`config.mk`:
```
export PLATFORM = sky130hd
export DESIGN_NAME = wakeup_poc_ctrl
export DESIGN_NICKNAME = d
export VERILOG_FILES = /design/src/wus_pattern_detector.v /design/src/integration_ctrl.v /design/src/wakeup_poc_ctrl.v
export VERILOG_INCLUDE_DIRS = /design/src
export SDC_FILE = /design/constraint.sdc
export NUM_CORES = 1
export LEC_CHECK = 0
export BUFFER_PORTS_ARGS = -buffer_cell sky130_fd_sc_hd__buf_2
export CORE_MARGIN = 10
export CORE_UTILIZATION = 58
export DETAILED_ROUTE_END_ITERATION = 6
export MAX_ROUTING_LAYER = met4
export PLACE_DENSITY = 0.92
export SYNTH_ARGS = -nofsm -noshare
export SYNTH_HDL_FRONTEND = slang
export SYNTH_SLANG_ARGS = --single-unit
```
`constraint.sdc`:
```
create_clock -name clk_i -period 9.93 [get_ports clk_i]
set_input_delay 0.4965 -clock clk_i [delete_from_list [all_inputs] [get_ports clk_i]]
set_output_delay 0.4965 -clock clk_i [all_outputs]
set_load 0.02 [all_outputs]
```
`src/wakeup_poc_defines.vh`:
```
`ifndef WAKEUP_POC_DEFINES_VH
`define WAKEUP_POC_DEFINES_VH

// ****************************************
// Register byte offsets
// ****************************************
`define ADR_COMMAND 8'h00
`define ADR_CTRL_STATUS 8'h04
`define ADR_STATUS_IRQ 8'h08
`define ADR_STATUS_CLR 8'h0C
`define ADR_IRQ_ENABLE 8'h10
`define ADR_OFFSET_LIMIT 8'h14

// ****************************************
// Host commands
// ****************************************
`define CMD_W 4
`define CMD_NONE 4'h0
`define CMD_READY 4'h1
`define CMD_WAKEUP 4'h2
`define CMD_RUN 4'h3
`define CMD_ALLOW_CS 4'h4

// ****************************************
// Status and interrupt bits
// ****************************************
`define IRQ_W 5
`define IRQ_WAKEUP_ST 0
`define IRQ_WUP_A 1
`define IRQ_WUP_B 2
`define IRQ_NORMAL 3
`define IRQ_ABORT 4

// ****************************************
// Controller status vector fields
// ****************************************
`define CSV_STATE_LSB 0
`define CSV_STATE_MSB 4
`define CSV_CSI 8
`define CSV_WSV_LSB 12
`define CSV_WSV_MSB 14
`define WSV_UNDEFINED 3'h0
`define WSV_RX_WUP 3'h3

// ****************************************
// Timing and widths
// ****************************************
`define SCHED_INIT_MT 8'h08
`define OFFSET_W 16
`define OFFSET_LIMIT_RST 16'h0100

`endif

```
`src/wus_pattern_detector.v`:
```
`timescale 1ns/1ns
`default_nettype none

// ****************************************
// Wakeup pattern detector, one channel
// ****************************************
module wus_pattern_detector (
  input wire clk_i,
  input wire rst_i,
  input wire wus_i,
  input wire gap_ok_i,
  output reg wup_o
);

  reg half_q;

  // No blanking by controller state, so a symbol right after a state
  // change still counts
  always @(posedge clk_i) begin
    if (rst_i) begin
      half_q <= 1'b0;
      wup_o <= 1'b0;
    end else begin
      wup_o <= 1'b0;
      if (wus_i) begin
        if (half_q && gap_ok_i) begin
          wup_o <= 1'b1;
          half_q <= 1'b0;
        end else begin
          half_q <= 1'b1;
        end
      end
    end
  end

endmodule // wus_pattern_detector

`default_nettype wire

```
`src/integration_ctrl.v`:
```
`timescale 1ns/1ns
`default_nettype none
`include "wakeup_poc_defines.vh"

// ****************************************
// Schedule initialisation and cycle offset check
// ****************************************
module integration_ctrl (
  input wire clk_i,
  input wire rst_i,
  input wire start_i,
  input wire abort_i,
  input wire mt_tick_i,
  input wire pair_end_i,
  input wire [`OFFSET_W-1:0] offset_i,
  input wire [`OFFSET_W-1:0] limit_i,
  output reg done_o,
  output reg fail_o,
  output reg [`OFFSET_W-1:0] corr_o
);

  localparam S_IDLE = 4'b0001;
  localparam S_ALIGN = 4'b0010;
  localparam S_INIT = 4'b0100;
  localparam S_CHECK = 4'b1000;

  reg [3:0] state_q;
  reg [7:0] mt_cnt_q;
  wire [`OFFSET_W-1:0] mag;

  assign mag = offset_i[`OFFSET_W-1] ? (~offset_i + 16'h0001) : offset_i;

  always @(posedge clk_i) begin
    if (rst_i) begin
      state_q <= S_IDLE;
      mt_cnt_q <= 8'h00;
      done_o <= 1'b0;
      fail_o <= 1'b0;
      corr_o <= 16'h0000;
    end else begin
      done_o <= 1'b0;
      fail_o <= 1'b0;
      if (abort_i) begin
        state_q <= S_IDLE;
        mt_cnt_q <= 8'h00;
      end else begin
        case (state_q)
          S_IDLE: begin
            if (start_i) begin
              state_q <= S_ALIGN;
              mt_cnt_q <= 8'h00;
            end
          end
          // A partial macrotick at start never counts toward the length
          S_ALIGN: begin
            if (mt_tick_i) begin
              state_q <= S_INIT;
            end
          end
          S_INIT: begin
            if (mt_tick_i) begin
              if (mt_cnt_q == `SCHED_INIT_MT - 8'h01) begin
                state_q <= S_CHECK;
              end else begin
                mt_cnt_q <= mt_cnt_q + 8'h01;
              end
            end
          end
          S_CHECK: begin
            if (pair_end_i) begin
              state_q <= S_IDLE;
              if (mag < limit_i) begin
                done_o <= 1'b1;
                corr_o <= offset_i;
              end else begin
                fail_o <= 1'b1;
              end
            end
          end
          default: begin
            state_q <= S_IDLE;
          end
        endcase
      end
    end
  end

endmodule // integration_ctrl

`default_nettype wire

```
`src/wakeup_poc_ctrl.v`:
```
// What this block does
// - Valid wakeup pattern when a symbol with gap_ok set follows a pending first symbol
// - Every wakeup symbol counted, also after listen
// - Wakeup in listen: READY, vector, flags set
// - Channel flags set at second symbol
// - READY command in READY is ignored
// - Each entry to READY sets coldstart inhibit
// - READY command aborts startup or normal operation
// - Schedule initialisation keeps full length
// - Offset computed after first cycle pair
// - Large limit: offset corrected, reach normal
// - Small limit: abort startup, then retry
//
// Register access over Wishbone and the register addresses were left to the implementer.
`timescale 1ns/1ns
`default_nettype none
`include "wakeup_poc_defines.vh"

module wakeup_poc_ctrl (
  input wire clk_i,
  input wire rst_i,
  input wire wb_cyc_i,
  input wire wb_stb_i,
  input wire wb_we_i,
  input wire [7:0] wb_adr_i,
  input wire [3:0] wb_sel_i,
  input wire [31:0] wb_dat_i,
  output reg [31:0] wb_dat_o,
  output reg wb_ack_o,
  input wire wus_a_i,
  input wire wus_b_i,
  input wire gap_ok_a_i,
  input wire gap_ok_b_i,
  input wire mt_tick_i,
  input wire pair_end_i,
  input wire [`OFFSET_W-1:0] offset_i,
  output reg irq_o,
  output reg [4:0] poc_state_o,
  output reg [`OFFSET_W-1:0] offset_corr_o
);

  // ****************************************
  // Controller states
  // ****************************************
  localparam S_READY = 5'b00001;
  localparam S_LISTEN = 5'b00010;
  localparam S_STARTUP = 5'b00100;
  localparam S_NORMAL = 5'b01000;
  localparam S_ABORT = 5'b10000;

  // ****************************************
  // Byte lane mask from Wishbone select
  // ****************************************
  function [31:0] lane_mask;
    input [3:0] sel;
    begin
      lane_mask = {{8{sel[3]}}, {8{sel[2]}}, {8{sel[1]}}, {8{sel[0]}}};
    end
  endfunction

  // ****************************************
  // Write strobe for one register offset
  // ****************************************
  function wr_hit;
    input go;
    input [7:0] adr;
    input [7:0] target;
    begin
      wr_hit = go && (adr == target);
    end
  endfunction

  // ****************************************
  // Controller status vector layout
  // ****************************************
  function [31:0] csv_word;
    input [4:0] st;
    input csi;
    input [2:0] wsv;
    begin
      csv_word = 32'h00000000;
      csv_word[`CSV_STATE_MSB:`CSV_STATE_LSB] = st;
      csv_word[`CSV_CSI] = csi;
      csv_word[`CSV_WSV_MSB:`CSV_WSV_LSB] = wsv;
    end
  endfunction

  reg [4:0] state_q;
  reg [4:0] state_d;
  reg csi_q;
  reg [2:0] wsv_q;
  reg [`IRQ_W-1:0] sir_q;
  reg [`IRQ_W-1:0] sir_d;
  reg [`IRQ_W-1:0] ien_q;
  reg [`OFFSET_W-1:0] limit_q;
  reg [`CMD_W-1:0] cmd;
  reg [`IRQ_W-1:0] clr;
  reg [`IRQ_W-1:0] set;
  reg start;
  reg leave;
  wire wr_go;
  wire [31:0] wmask;
  wire [1:0] wus;
  wire [1:0] gap_ok;
  wire [1:0] wup;
  wire int_done;
  wire int_fail;
  wire [`OFFSET_W-1:0] int_corr;

  // ****************************************
  // Wishbone slave
  // ****************************************
  // Writes act on the edge where the master samples ack
  assign wr_go = wb_cyc_i & wb_stb_i & wb_we_i & wb_ack_o;
  assign wmask = lane_mask(wb_sel_i);

  always @(posedge clk_i) begin
    if (rst_i) begin
      wb_ack_o <= 1'b0;
      wb_dat_o <= 32'h00000000;
    end else begin
      wb_ack_o <= wb_cyc_i & wb_stb_i & ~wb_ack_o;
      if (wb_cyc_i && wb_stb_i && !wb_ack_o && !wb_we_i) begin
        case (wb_adr_i)
          `ADR_CTRL_STATUS: begin
            wb_dat_o <= csv_word(state_q, csi_q, wsv_q);
          end
          `ADR_STATUS_IRQ: begin
            wb_dat_o <= {27'h0000000, sir_q};
          end
          `ADR_IRQ_ENABLE: begin
            wb_dat_o <= {27'h0000000, ien_q};
          end
          `ADR_OFFSET_LIMIT: begin
            wb_dat_o <= {16'h0000, limit_q};
          end
          default: begin
            wb_dat_o <= 32'h00000000;
          end
        endcase
      end
    end
  end

  // ****************************************
  // Command decode
  // ****************************************
  // Command and clear strobes last the single write edge
  always @* begin
    cmd = `CMD_NONE;
    clr = {`IRQ_W{1'b0}};
    if (wr_hit(wr_go, wb_adr_i, `ADR_COMMAND) && wb_sel_i[0]) begin
      cmd = wb_dat_i[`CMD_W-1:0];
    end
    if (wr_hit(wr_go, wb_adr_i, `ADR_STATUS_CLR)) begin
      clr = wb_dat_i[`IRQ_W-1:0] & wmask[`IRQ_W-1:0];
    end
  end

  // ****************************************
  // Host registers
  // ****************************************
  always @(posedge clk_i) begin
    if (rst_i) begin
      ien_q <= {`IRQ_W{1'b0}};
      limit_q <= `OFFSET_LIMIT_RST;
    end else if (wr_go) begin
      if (wb_adr_i == `ADR_IRQ_ENABLE) begin
        ien_q <= (ien_q & ~wmask[`IRQ_W-1:0]) | (wb_dat_i[`IRQ_W-1:0] & wmask[`IRQ_W-1:0]);
      end
      // Limit should exceed one macrotick with clock deviation margin
      if (wb_adr_i == `ADR_OFFSET_LIMIT) begin
        limit_q <= (limit_q & ~wmask[15:0]) | (wb_dat_i[15:0] & wmask[15:0]);
      end
    end
  end

  // ****************************************
  // Wakeup detection per channel
  // ****************************************
  assign wus = {wus_b_i, wus_a_i};
  assign gap_ok = {gap_ok_b_i, gap_ok_a_i};

  genvar ch;
  generate
    for (ch = 0; ch < 2; ch = ch + 1) begin : g_chan
      wus_pattern_detector u_det (
        .clk_i(clk_i),
        .rst_i(rst_i),
        .wus_i(wus[ch]),
        .gap_ok_i(gap_ok[ch]),
        .wup_o(wup[ch])
      );
    end
  endgenerate

  // ****************************************
  // Integration
  // ****************************************
  integration_ctrl u_integ (
    .clk_i(clk_i),
    .rst_i(rst_i),
    .start_i(start),
    .abort_i(leave),
    .mt_tick_i(mt_tick_i),
    .pair_end_i(pair_end_i),
    .offset_i(offset_i),
    .limit_i(limit_q),
    .done_o(int_done),
    .fail_o(int_fail),
    .corr_o(int_corr)
  );

  // ****************************************
  // Protocol operation controller
  // ****************************************
  always @* begin
    state_d = state_q;
    start = 1'b0;
    leave = 1'b0;
    case (state_q)
      S_READY: begin
        // READY here falls through with no action at all
        if (cmd == `CMD_WAKEUP) begin
          state_d = S_LISTEN;
        end else if (cmd == `CMD_RUN) begin
          state_d = S_STARTUP;
          start = 1'b1;
        end
      end
      S_LISTEN: begin
        if (cmd == `CMD_READY) begin
          state_d = S_READY;
        end else if (|wup) begin
          state_d = S_READY;
        end
      end
      S_STARTUP: begin
        if (cmd == `CMD_READY) begin
          state_d = S_READY;
          leave = 1'b1;
        end else if (int_done) begin
          state_d = S_NORMAL;
        end else if (int_fail) begin
          state_d = S_ABORT;
        end
      end
      S_NORMAL: begin
        if (cmd == `CMD_READY) begin
          state_d = S_READY;
        end
      end
      S_ABORT: begin
        state_d = S_STARTUP;
        start = 1'b1;
      end
      default: begin
        state_d = S_READY;
      end
    endcase
  end

  // ****************************************
  // Interrupt status
  // ****************************************
  always @* begin
    set = {`IRQ_W{1'b0}};
    set[`IRQ_WUP_A] = wup[0];
    set[`IRQ_WUP_B] = wup[1];
    set[`IRQ_WAKEUP_ST] = (state_q == S_LISTEN) && (|wup) && (cmd != `CMD_READY);
    set[`IRQ_NORMAL] = (state_q == S_STARTUP) && (state_d == S_NORMAL);
    set[`IRQ_ABORT] = (state_q == S_STARTUP) && (state_d == S_ABORT);
    // A new event beats a clear in the same cycle
    sir_d = (sir_q & ~clr) | set;
  end

  always @(posedge clk_i) begin
    if (rst_i) begin
      state_q <= S_READY;
      csi_q <= 1'b1;
      wsv_q <= `WSV_UNDEFINED;
      sir_q <= {`IRQ_W{1'b0}};
      irq_o <= 1'b0;
      poc_state_o <= S_READY;
      offset_corr_o <= 16'h0000;
    end else begin
      state_q <= state_d;
      poc_state_o <= state_d;
      sir_q <= sir_d;
      irq_o <= |(sir_d & ien_q);
      if (set[`IRQ_WAKEUP_ST]) begin
        wsv_q <= `WSV_RX_WUP;
      end
      if (state_d == S_READY && state_q != S_READY) begin
        csi_q <= 1'b1;
      end else if (cmd == `CMD_ALLOW_CS && state_q == S_READY) begin
        csi_q <= 1'b0;
      end
      if (int_done) begin
        offset_corr_o <= int_corr;
      end
    end
  end

endmodule // wakeup_poc_ctrl

`default_nettype wire

```
; Word-level counts from Yosys, hierarchy flattened
; Index checks and enable logic that the tools add are counted.
[op_classes]
add_sub_neg = 2
magnitude_cmp = 1
eq_ne = 30
muxes = 34
n_bitwise = 23
n_reduce_logical = 30
[ops]
columns = op, count
row1 = 16-bit one-hot mux with 4 select lines, 1
row2 = 5-bit two-way mux, 9
row3 = 16-bit AND, 2
row4 = 16-bit NOT, 2
row5 = 5-bit one-hot mux with 5 select lines, 1
row6 = 4-bit two-way mux, 6
row7 = 8-bit two-way mux, 3
row8 = 5-bit AND, 4
row9 = 16-bit by 1-bit adder with 16-bit output (second input constant), 1
row10 = 8-bit by 3-bit == test with 1-bit output (second input constant), 2
row11 = 8-bit by 4-bit == test with 1-bit output (second input constant), 2
row12 = 8-bit by 5-bit == test with 1-bit output (second input constant), 2
row13 = 16-bit < comparator, 1
row14 = 16-bit two-way mux, 1
row15 = 16-bit OR, 1
row16 = 4-bit one-hot mux with 4 select lines, 1
row17 = 8-bit one-hot mux with 2 select lines, 1
row18 = 1-bit logical AND, 14
row19 = 4-bit by 2-bit == test with 1-bit output (second input constant), 3
row20 = 5-bit by 1-bit == test with 1-bit output (second input constant), 2
row21 = 5-bit by 4-bit == test with 1-bit output (second input constant), 2
row22 = 5-bit == test (second input constant), 2
row23 = 1-bit two-way mux, 10
row24 = 2-bit != test (second input constant), 5
row25 = other kinds (23), 42
[word_totals]
reg_bits = 117
inputBits = 71
elab_cells = 139

; Depth between registers and ports, before layout
; Gate-level depths: netlist of run 1.
[depth]
ltp_word = 15
ltp_mapped = 15
depth_no_buf = 13

; Cells and area by module
; Synthesis of run 1 repeated with hierarchy kept, for this count alone.
[unflattened]
cells_unflattened = 578
area_unflattened_um2 = 5341.4
[modules_own_cells]
columns = mod, n_inst, cells_each, area_each_um2
row1 = wakeup_poc_ctrl, 1, 328, 3088.0
row2 = integration_ctrl, 1, 240, 2123.3
row3 = wus_pattern_detector, 2, 5, 65.1

; Worst setup path before layout of run 1
; OpenSTA, ideal clock, no wires.
[synth_timing]
kind = input to register
startpoint = input offset_i[5]
endpoint = register u_integ.corr_o[10]
setup_time_ps = 116
arrival_time_ps = 3801
required_ps = 9814
slack_ps = 6013
path_stages = 12
cell_sequence = or4_1 or4_1 o31ai_1 xnor2_1 ha_1 a211oi_1 nor2_1 or3_1 a211oi_2 clkbuf_1 a21oi_1 a31o_2
[synth_between]
elab_chain_cells = 5
[synth_rtl]
columns = element, line_no
row1 = "start, declared", wakeup_poc_ctrl.v:36  ; input wire [`OFFSET_W-1:0] offset_i,
row2 = 16-bit NOT, integration_ctrl.v:31  ; assign mag = offset_i[`OFFSET_W-1] ? (~offset_i + 16'h0001) : offset_i;
row3 = 16-bit by 1-bit adder with 16-bit output, integration_ctrl.v:31
row4 = 16-bit two-way mux (*), integration_ctrl.v:31
row5 = 16-bit < comparator (*), integration_ctrl.v:72  ; if (mag < limit_i) begin
row6 = 4-bit AND reduction (no line) (*), -
row7 = "end signal, assigned", integration_ctrl.v:74  ; corr_o <= offset_i;
row8 = "end, declared", integration_ctrl.v:19  ; output reg [`OFFSET_W-1:0] corr_o
; Every way passes the cells marked *; elsewhere a longest branch is shown, timed or not.
; A chain may end at the register's enable or synchronous reset.

; Final worst setup path of run 1
[layout_timing]
startpoint = input offset_i[5]
endpoint = register u_integ.corr_o[15]
; The elaborated chain is that of the path after synthesis.

==> flow_metrics.py, run 1 <==
metrics = {
    "critical_path": {
        "setup_crit_end_kind": "flop",
        "critical_path.slowest_cell": "or4_1",
        "start_kind": "input port",
        "cpPeakStageDelay_ns": 0.56,
        "critical_path.cell_chain": "buf_2, or4_1, or4_1, o31ai_1, xnor2_1, ha_1, a211oi_1, nor2_1, or3_1, a211oi_2, buf_4, and2_1, a31o_2",
        "worst_r2r_endpoint": "u_integ.corr_o[15]$_SDFFE_PP0P_",
        "rrSetupSlack_ns": 7.23,
        "critical_path_peak_fanout": 19,
        "critical-path-top-delay-family": "simple AND/OR/NAND/NOR gates",
        "worst-r2r-cell-count": 9,
        "worstSetupPathDepth": 13,
        "required_ns": 10.24,
        "path_buf_inv": 2,
        "path_class": "in2reg",
        "worst_setup_path_startpoint": "offset_i[5]",
        "critical_path_arrival_ns": 4.38,
        "crit_top_cell": "or4_1",
    },
    "route": {
        "route.vias.total": 4688,
        "drtPass1Iterations": 5,
        "route.detailed.wl_per_inst_um": 16.81,
        "drt_iter0_drc": 350,
        "post_dr_vias_cell": 5.980,
        "antenna_left": 0,
        "remaining_drc_errors": 0,
        "routed_wl_um": 13180,
    },
    "grt": {
        "grt-ovfl-total": 0,
        "vias_in_the_first_global_route": 4591,
        "grt_first_pass_wirelength_um": 21420,
        "antenna_violations_before_repair": 0,
        "global_route.usage.total": 0.2011,
        "grt_start_max_net_pins": 65,
    },
    "placed_design": {
        "place.detailed.instances": 769,
        "detailed_placer_s_ending_hpwl_um": 9891,
        "port_buffers": 91,
        "place.gp.congestion": 0.8851,
    },
    "floorplan": {
        "die_h_um": 114.3,
        "num_io_pins": 126,
        "floorplan.initialDensity": 0.5937,
        "floorplan.die.width_um": 114.3,
        "core.rowCount": 34,
        "design.die.area_um2": 13050,
        "core_um2": 8678,
    },
    "finish": {
        "highest_count_cells_in_the_layout_ignoring_fill_and_taps": "101 x dfxtp_1, 91 x buf_2, 71 x nor2_1",
        "area.growth.synth_to_final_pct": 12.46,
        "final-instance-count-excl-fill": 784,
        "layout-drive-gt1-share": 0.1967,
        "antenna-diode-count": 0,
        "most_common_cell_after_layout_fill_and_taps_aside": "dfxtp_1",
        "postLayoutCoreUtil": 0.6677,
        "num-nets-final": 760,
    },
    "hold_path": {
        "holdCritPathClass": "in2reg",
        "timing.hold.worst.start": "wb_dat_i[15]",
        "hold-path-cell-count": 3,
    },
    "run_status": {
        "run_status": "finished, final reports clean",
    },
    "pwr": {
        "p_leak_nw": 2.255,
        "peak_supply_drop_mv": 0.06803,
        "power-per-cell-area_nw_per_um2": 128.1,
    },
    "clock_network": {
        "cts_setup_buffers": 0,
        "htree_levels": 3,
        "post_cts_hold_buffer_count": 0,
        "tritoncts": "yes",
        "cts_sinks": 101,
        "worst_setup_hold_path_clk_slew_ns": 0.10,
        "clock-root-buffer": "clkbuf_8",
        "clock_latency_ns": 0.36,
        "cts_max_path_buffers": 2,
        "cts_repair_resized_insts": 0,
        "cts_buffers": 9,
    },
    "timing": {
        "finalCritPeriodShare": 0.4104,
        "timing.fmax_mhz": 245.4,
        "unrepaired_setup_endpoints_after_global_routing": "no",
        "timing.setup.tns_ns": 0,
        "holdWs_ns": 0.3672,
        "clock_skew_ns": 0.009983,
        "slew_headroom": 0.1934,
        "post-route-min-period_ns": 4.075,
        "timing.final.hold_violations": 0,
        "setup_viol": 0,
        "drv_slew": 0,
        "max_slew.worst_pin.slew_ns": 1.209,
    },
    "job": {
        "count_of_maximum_capacitance_violations": 0,
    },
    "yosys": {
        "yosys.cell_types.count": 68,
        "synth-edff-count": 0,
        "most_used_dff_post_synth": "dfxtp_1",
        "ys_ff_latch": 101,
        "ys.warnings.count": 0,
        "synth_area_um2": 5152,
        "post_syn_instances": 594,
        "fraction_of_the_yosys_area_taken_by_sequential_cells": 0.3924,
        "async_reset_ff_frac": 0,
        "syn_area_per_cell_um2": 8.674,
    },
}
[logic make-up (layout without fill, tap and decap cells)]
| logic type | count (synthesis) | after routing | share of synthesized area |
|---|---|---|---|
| simple gates | 223 | 223 | 0.2193 |
| buf+inv | 65 | 132 | 0.06071 |
| fa+ha+maj | 17 | 17 | 0.04128 |
| other cells | 1 | 16 | 0.0007278 |
| flops | 101 | 101 | 0.3924 |
| mux | 36 | 36 | 0.06994 |
| xor+xnor | 17 | 17 | 0.02890 |
| compound gates | 134 | 134 | 0.1867 |
[layer usage]
metal | routed length [µm] | global-route usage
met1 | 5648 | 0.2368
met2 | 6205 | 0.3246
met3 | 1017 | 0.05189
met4 | 304 | 0.07268
met5 | 0 | -
[area by class of cell]
class	count	area, µm²
timing repair buffer	94	478.0
fill	710	2884
clock buffer	10	137.6
multi-input combinational	443	2874
sequential	101	2022
inverter	23	86.33
clock inverter	5	61.31
tap	108	135.1
[how the worst max path moves through the flow]
stage / end / slack (ns)
floorplan: u_integ.corr_o[10]$_SDFFE_PP0P_ / 6.01
global placement: u_integ.corr_o[13]$_SDFFE_PP0P_ / 5.69
detailed placement: u_integ.corr_o[15]$_SDFFE_PP0P_ / 5.52
CTS: u_integ.corr_o[15]$_SDFFE_PP0P_ / 5.90
global route: u_integ.corr_o[15]$_SDFFE_PP0P_ / 5.69
finish: u_integ.corr_o[15]$_SDFFE_PP0P_ / 5.86
[report_power, final]
part | switching [mW] | internal, mW
Sequential | 0.000877 | 0.406
Clock | 0.141 | 0.122
Combinational | 0.0473 | 0.0248
Total | 0.189 | 0.553
[synth_stat cells, drive strengths merged, types with 4 or more instances]
master,n,area (µm²)
a211oi,4,35.03
a21o,5,37.54
a21oi,43,219.0
a22o,12,105.1
a22oi,4,30.03
a31o,16,140.1
and3,5,31.28
and4,5,43.79
buf,25,162.7
clkbuf,17,63.81
dfxtp,101,2022
ha,17,212.7
inv,23,86.33
mux2i,36,360.4
nand2,60,225.2
nand2b,5,31.28
nand3,25,125.1
nand4,5,37.53
nor2,71,266.5
nor3,14,75.07
nor4,7,71.31
o211ai,4,30.03
o21ai,15,75.07
o31ai,6,45.04
or3,4,25.02
or4,4,30.03
xnor2,12,105.1
xor2,5,43.79
[stage by stage]
| step | area (µm²) | worst slack [ns] | power [mW] |
|---|---|---|---|
| after floorplan | 5209 | 6.013 | 0.4636 |
| final | 5794 | 5.855 | 0.7420 |
| after CTS | 5794 | 5.898 | 0.7442 |
| after detailed placement | 5595 | 5.519 | 0.4863 |
| after global routing | 5794 | 5.694 | 0.7681 |
| after global placement | 5595 | 5.688 | 0.4827 |
[tightest hold or removal path, cell delays in order]
cell and delay, ns:
buf_2 0.08, mux2i_1 0.06, nor2_1 0.07
(Power assumes the default switching activity.)
==> inputs of run 2 (changes only) <==
--- a/config.mk
+++ b/config.mk
@@ -8,10 +8,10 @@
 export LEC_CHECK = 0
 export BUFFER_PORTS_ARGS = -buffer_cell sky130_fd_sc_hd__buf_2
 export CORE_MARGIN = 10
-export CORE_UTILIZATION = 58
+export CORE_UTILIZATION = 54
 export DETAILED_ROUTE_END_ITERATION = 6
 export MAX_ROUTING_LAYER = met4
-export PLACE_DENSITY = 0.92
+export PLACE_DENSITY = 0.87
 export SYNTH_ARGS = -nofsm -noshare
 export SYNTH_HDL_FRONTEND = slang
 export SYNTH_SLANG_ARGS = --single-unit
==> constraint.sdc (replaced) <==
create_clock -name clk_i -period 3.9 [get_ports clk_i]
set_input_delay 0.195 -clock clk_i [delete_from_list [all_inputs] [get_ports clk_i]]
set_output_delay 0.195 -clock clk_i [all_outputs]
set_load 0.02 [all_outputs]
==> run 2 against run 1 <==
Utilization down 3.9 points. First-iteration DRC count down 10%. Total power rose to 2.5 times the previous value. Critical path type unchanged.
==> flow_metrics.py, run 2 (same netlist as run 1, synthesis figures left out) <==
metrics = {
    "run_status": {
        "run_status": "finished, final reports clean",
    },
    "placed_design": {
        "port_buffers": 91,
        "detailed_placer_s_ending_hpwl_um": 10320,
        "place.gp.congestion": 0.9150,
        "place.detailed.instances": 793,
    },
    "finish": {
        "final-seq-area_um2": 2022,
        "multiInputGateArea_um2": 2874,
        "area.growth.synth_to_final_pct": 13.23,
        "num-nets-final": 763,
        "most_common_cell_after_layout_fill_and_taps_aside": "dfxtp_1",
        "layout-drive-gt1-share": 0.1985,
        "antenna-diode-count": 0,
        "highest_count_cells_in_the_layout_ignoring_fill_and_taps": "101 x dfxtp_1, 91 x buf_2, 71 x nor2_1",
        "fillCellCount": 851,
        "final-instance-count-excl-fill": 809,
        "postLayoutCoreUtil": 0.6284,
    },
    "critical_path": {
        "required_ns": 4.16,
        "critical_path_peak_fanout": 18,
        "critical_path.cell_chain": "buf_2, or4_1, or4_1, o31ai_1, xnor2_1, ha_1, a211oi_1, nor2_1, or3_1, a211oi_2, buf_4, a21oi_1, a31o_2",
        "critical_path_arrival_ns": 3.61,
        "start_kind": "input port",
        "cpPeakStageDelay_ns": 0.56,
        "critical_path.slowest_cell": "or4_1",
        "setup_crit_end_kind": "flop",
        "path_class": "in2reg",
        "path_buf_inv": 2,
        "critical-path-top-delay-family": "simple AND/OR/NAND/NOR gates",
        "crit_top_cell": "or4_1",
    },
    "floorplan": {
        "floorplan.initialDensity": 0.5550,
        "die_h_um": 117.7,
        "num_io_pins": 126,
        "core.rowCount": 35,
        "core_um2": 9284,
        "design.die.area_um2": 13850,
        "floorplan.die.width_um": 117.7,
    },
    "grt": {
        "grt_first_pass_wirelength_um": 22240,
        "grt_start_max_net_pins": 48,
        "global_route.usage.total": 0.1904,
        "vias_in_the_first_global_route": 4587,
        "grt-ovfl-total": 0,
        "antenna_violations_before_repair": 0,
    },
    "timing": {
        "clock_skew_ns": 0.01736,
        "post-route-min-period_ns": 3.347,
        "slew_headroom": 0.2665,
        "timing.fmax_mhz": 298.7,
        "timing.setup.tns_ns": 0,
        "drv_slew": 0,
        "setup_viol": 0,
        "finalCritPeriodShare": 0.8583,
        "timing.final.hold_violations": 0,
        "unrepaired_setup_endpoints_after_global_routing": "no",
        "max_slew.worst_pin.slew_ns": 1.099,
    },
    "clock_network": {
        "clock_latency_ns": 0.36,
        "htree_levels": 3,
        "cts_buffers": 9,
        "cts_max_path_buffers": 2,
        "clock-root-buffer": "clkbuf_8",
        "cts_repair_resized_insts": 0,
        "cts_setup_buffers": 0,
        "post_cts_hold_buffer_count": 0,
        "worst_setup_hold_path_clk_slew_ns": 0.10,
        "cts_sinks": 101,
        "tritoncts": "yes",
    },
    "hold_path": {
        "holdCritPathClass": "in2reg",
    },
    "pwr": {
        "sequentialPowerShare": 0.552,
        "p_leak_nw": 2.270,
        "p_sw_frac": 0.2560,
        "power.combinational.fraction": 0.097,
        "p_clk_frac": 0.351,
        "net-switching-power_uw": 480.3,
        "internal_power_mw": 1.396,
        "peak_supply_drop_mv": 0.2190,
        "power-per-cell-area_nw_per_um2": 321.6,
        "total_power_draw_mw": 1.876,
    },
    "route": {
        "remaining_drc_errors": 0,
        "drt_iter0_drc": 315,
        "post_dr_vias_cell": 5.807,
        "route.detailed.wl_per_inst_um": 16.60,
        "routed_wl_um": 13430,
        "antenna_left": 0,
        "drtPass1Iterations": 5,
        "route.vias.total": 4698,
    },
    "job": {
        "count_of_maximum_capacitance_violations": 0,
    },
}
[run 2: cell count changes in the layout (fill, tap and decap cells not counted), sizes merged]
cell      change
buf           +3
clkbuf        +1
clkinvlp      -1
inv           +1
[run 2: worst paths after layout]
check / from / end / slack [ns] / depth (start not counted)
hold reg to reg: wb_dat_o[5]$_SDFFE_PP0P_ / wb_dat_o[5]$_SDFFE_PP0P_ / 0.46 / 2
setup / recovery: offset_i[5] / u_integ.corr_o[15]$_SDFFE_PP0P_ / 0.55 / 13
hold / removal: wb_dat_i[10] / flop / 0.08 / 3
setup reg to reg: flop / u_integ.corr_o[15]$_SDFFE_PP0P_ / 1.59 / 9
[run 2: power by group through the flow]
stage | logic [mW] | registers (mW) | clock network (mW)
6_report | 0.182 | 1.04 | 0.659
5_1_grt | 0.203 | 1.04 | 0.709
4_1_cts | 0.180 | 1.04 | 0.665
3_5_place_dp | 0.179 | 1.06 | 0
3_3_place_gp | 0.171 | 1.06 | 0
2_1_floorplan | 0.121 | 1.06 | 0
[run 2: worst register-to-register path, cell delays in order (launching register included)]
cell	delay [ns]
dfxtp_1	0.40
inv_1	0.07
ha_1	0.30
a211oi_1	0.23
nor2_1	0.08
or3_1	0.37
a211oi_2	0.18
buf_4	0.27
a21oi_1	0.11
a31o_2	0.22
[run 2: layer usage]
metal	vias to the layer above	track usage	part of all wire
met5	-	-	0
met4	0	0.05023	0.016
met3	20	0.03693	0.060
met2	181	0.2993	0.46
met1	2223	0.2446	0.47
li1	2274	-	-
[run 2: stage by stage]
step / hold slack [ns] / cell area [µm²] / worst slack (ns)
6_report: 0.07825 / 5834 / 0.5527
5_1_grt: 0.09436 / 5834 / 0.3742
4_1_cts: 0.07206 / 5834 / 0.5664
3_5_place_dp: 0.4411 / 5644 / 0.2103
3_3_place_gp: 0.4305 / 5644 / 0.3203
2_1_floorplan: 0.3244 / 5209 / 0.2845
[run 2: cell type report]
class                      instances  share of cell area
clock inverter                     5             0.01008
timing repair buffer              97             0.08578
sequential                       101              0.3466
inverter                          23             0.01480
tap                              129             0.02766
clock buffer                      11             0.02252
multi-input combinational        443              0.4926
==> inputs of run 3 (changes only) <==
--- a/config.mk
+++ b/config.mk
@@ -8,10 +8,12 @@
 export LEC_CHECK = 0
 export BUFFER_PORTS_ARGS = -buffer_cell sky130_fd_sc_hd__buf_2
 export CORE_MARGIN = 10
-export CORE_UTILIZATION = 54
+export CORE_UTILIZATION = 56
+export CTS_BUF_LIST = sky130_fd_sc_hd__clkbuf_8
 export DETAILED_ROUTE_END_ITERATION = 6
 export MAX_ROUTING_LAYER = met4
-export PLACE_DENSITY = 0.87
+export PLACE_DENSITY = 0.89
+export REMOVE_ABC_BUFFERS = 1
 export SYNTH_ARGS = -nofsm -noshare
 export SYNTH_HDL_FRONTEND = slang
 export SYNTH_SLANG_ARGS = --single-unit
==> run 3 against run 2 <==
Sequential power hardly changed. Sequential share of layout area rose by 0.089 points. Non-clock buffer count rose by 1. Clock skew fell by 0.0079 ns. Setup slack worse by 0.060 ns. Combinational power up 3%. Highest routed layer unchanged.
==> flow_metrics.py, run 3 (same netlist as run 1, synthesis figures left out) <==
metrics = {
    "floorplan": {
        "floorplan.die.width_um": 115.9,
        "die_h_um": 115.9,
        "core.rowCount": 34,
        "num_io_pins": 126,
        "design.die.area_um2": 13440,
        "floorplan.initialDensity": 0.5823,
        "core_um2": 8848,
    },
    "critical_path": {
        "critical_path_peak_fanout": 10,
        "start_kind": "input port",
        "critical_path_arrival_ns": 3.67,
        "path_class": "in2reg",
        "required_ns": 4.17,
        "setup_crit_end_kind": "flop",
    },
    "placed_design": {
        "port_buffers": 91,
        "place.detailed.instances": 773,
        "detailed_placer_s_ending_hpwl_um": 10170,
        "place.gp.congestion": 0.9005,
        "post_place_instance_area_um2": 5625,
    },
    "timing": {
        "unrepaired_setup_endpoints_after_global_routing": "no",
        "timing.setup.tns_ns": 0,
        "post-route-min-period_ns": 3.407,
        "clock_skew_ns": 0.009448,
        "slew_headroom": 0.2468,
        "timing.final.hold_violations": 0,
        "drv_slew": 0,
        "finalCritPeriodShare": 0.8737,
        "max_slew.worst_pin.slew_ns": 1.128,
        "setup_viol": 0,
        "timing.fmax_mhz": 293.5,
    },
    "grt": {
        "grt_first_pass_wirelength_um": 22120,
        "grt_start_max_net_pins": 41,
        "grt_util_met3": 0.04083,
        "global_route.peak_usage_layer": "met2",
        "met1_grt_util": 0.2541,
        "antenna_violations_before_repair": 0,
        "vias_in_the_first_global_route": 4568,
        "grt_util_met2": 0.3174,
        "global_route.usage.total": 0.2060,
        "grt-ovfl-total": 0,
    },
    "clock_network": {
        "post_cts_hold_buffer_count": 0,
        "cts_max_path_buffers": 2,
        "cts_setup_buffers": 0,
        "clock-root-buffer": "clkbuf_8",
        "worst_setup_hold_path_clk_slew_ns": 0.10,
        "cts_buffers": 9,
        "htree_levels": 3,
        "cts_sinks": 101,
        "clock_latency_ns": 0.36,
        "tritoncts": "yes",
        "cts_repair_resized_insts": 0,
    },
    "route": {
        "route.vias.total": 4727,
        "routed_wl_um": 13430,
        "drtPass1Iterations": 6,
        "drt_iter0_drc": 400,
        "antenna_left": 0,
        "route.detailed.wl_per_inst_um": 17.02,
        "remaining_drc_errors": 0,
        "post_dr_vias_cell": 5.991,
    },
    "finish": {
        "multiInputGateArea_um2": 2874,
        "postLayoutCellArea_um2": 5819,
        "postLayoutCoreUtil": 0.6577,
        "area.growth.synth_to_final_pct": 12.94,
        "antenna-diode-count": 0,
        "final-seq-area_um2": 2022,
        "num-nets-final": 764,
        "most_common_cell_after_layout_fill_and_taps_aside": "dfxtp_1",
        "highest_count_cells_in_the_layout_ignoring_fill_and_taps": "101 x dfxtp_1, 91 x buf_2, 71 x nor2_1",
        "layout-drive-gt1-share": 0.2026,
        "fillCellCount": 717,
        "final-instance-count-excl-fill": 789,
    },
    "pwr": {
        "peak_supply_drop_mv": 0.2075,
        "p_sw_frac": 0.2650,
        "sequentialPowerShare": 0.555,
        "p_clk_frac": 0.345,
        "p_leak_nw": 2.281,
        "power-per-cell-area_nw_per_um2": 320.9,
        "power.combinational.fraction": 0.100,
        "total_power_draw_mw": 1.867,
        "net-switching-power_uw": 494.9,
        "internal_power_mw": 1.372,
    },
    "hold_path": {
        "holdCritPathClass": "in2reg",
    },
    "run_status": {
        "run_status": "finished, final reports clean",
    },
    "job": {
        "count_of_maximum_capacitance_violations": 0,
    },
}
run 3: cell count changes in the layout (fill, tap and decap cells not counted), sizes merged:
cell	change
buf	+1
clkinv	+2
clkinvlp	-1
bufinv	-1
run 3: metrics by stage:
step | setup WS [ns] | hold WS [ns]
2_1_floorplan | 0.03833 | 0.2641
3_3_place_gp | 0.3490 | 0.4325
3_5_place_dp | 0.1776 | 0.4371
4_1_cts | 0.5511 | 0.05456
5_1_grt | 0.3520 | 0.05395
6_report | 0.4925 | 0.06426
run 3: worst max-delay path, stage by stage:
cell and delay, ns:
buf_2 0.14, or4_1 0.58, or4_1 0.55, o31ai_1 0.28
xnor2_1 0.17, ha_1 0.27, a211oi_1 0.25, nor2_1 0.07
or3_1 0.37, a211oi_2 0.24, buf_4 0.23, a21oi_1 0.09
a31o_2 0.23
run 3: power groups by stage:
stage               clock, mW  combinational, mW  sequential [mW]
detailed placement          0              0.182             1.06
finish                  0.644              0.187             1.04
global placement            0              0.174             1.06
floorplan                   0             0.0957             1.06
CTS                     0.650              0.184             1.04
global route            0.699              0.207             1.04
run 3: area by class of cell:
class                      instances  share of cell area
timing repair buffer              98             0.08729
multi-input combinational        443              0.4939
tap                              108             0.02322
clock buffer                      11             0.02602
inverter                          23             0.01484
clock inverter                     5            0.007310
sequential                       101              0.3475
run 3: layer usage:
metal	up-vias	routed length (µm)
met2	248	6145
met3	40	1165
met5	-	0
met4	0	408
li1	2274	-
met1	2165	5713
run 3: worst paths after layout:
path	startpoint	to	slack [ns]	cells past startpoint
max	offset_i[5]	u_integ.corr_o[14]$_SDFFE_PP0P_	0.49	13
min	wb_dat_i[14]	flop	0.06	3
max reg2reg	flop	u_integ.corr_o[14]$_SDFFE_PP0P_	1.58	9
min reg2reg	wb_dat_o[10]$_SDFFE_PP0P_	wb_dat_o[10]$_SDFFE_PP0P_	0.45	2
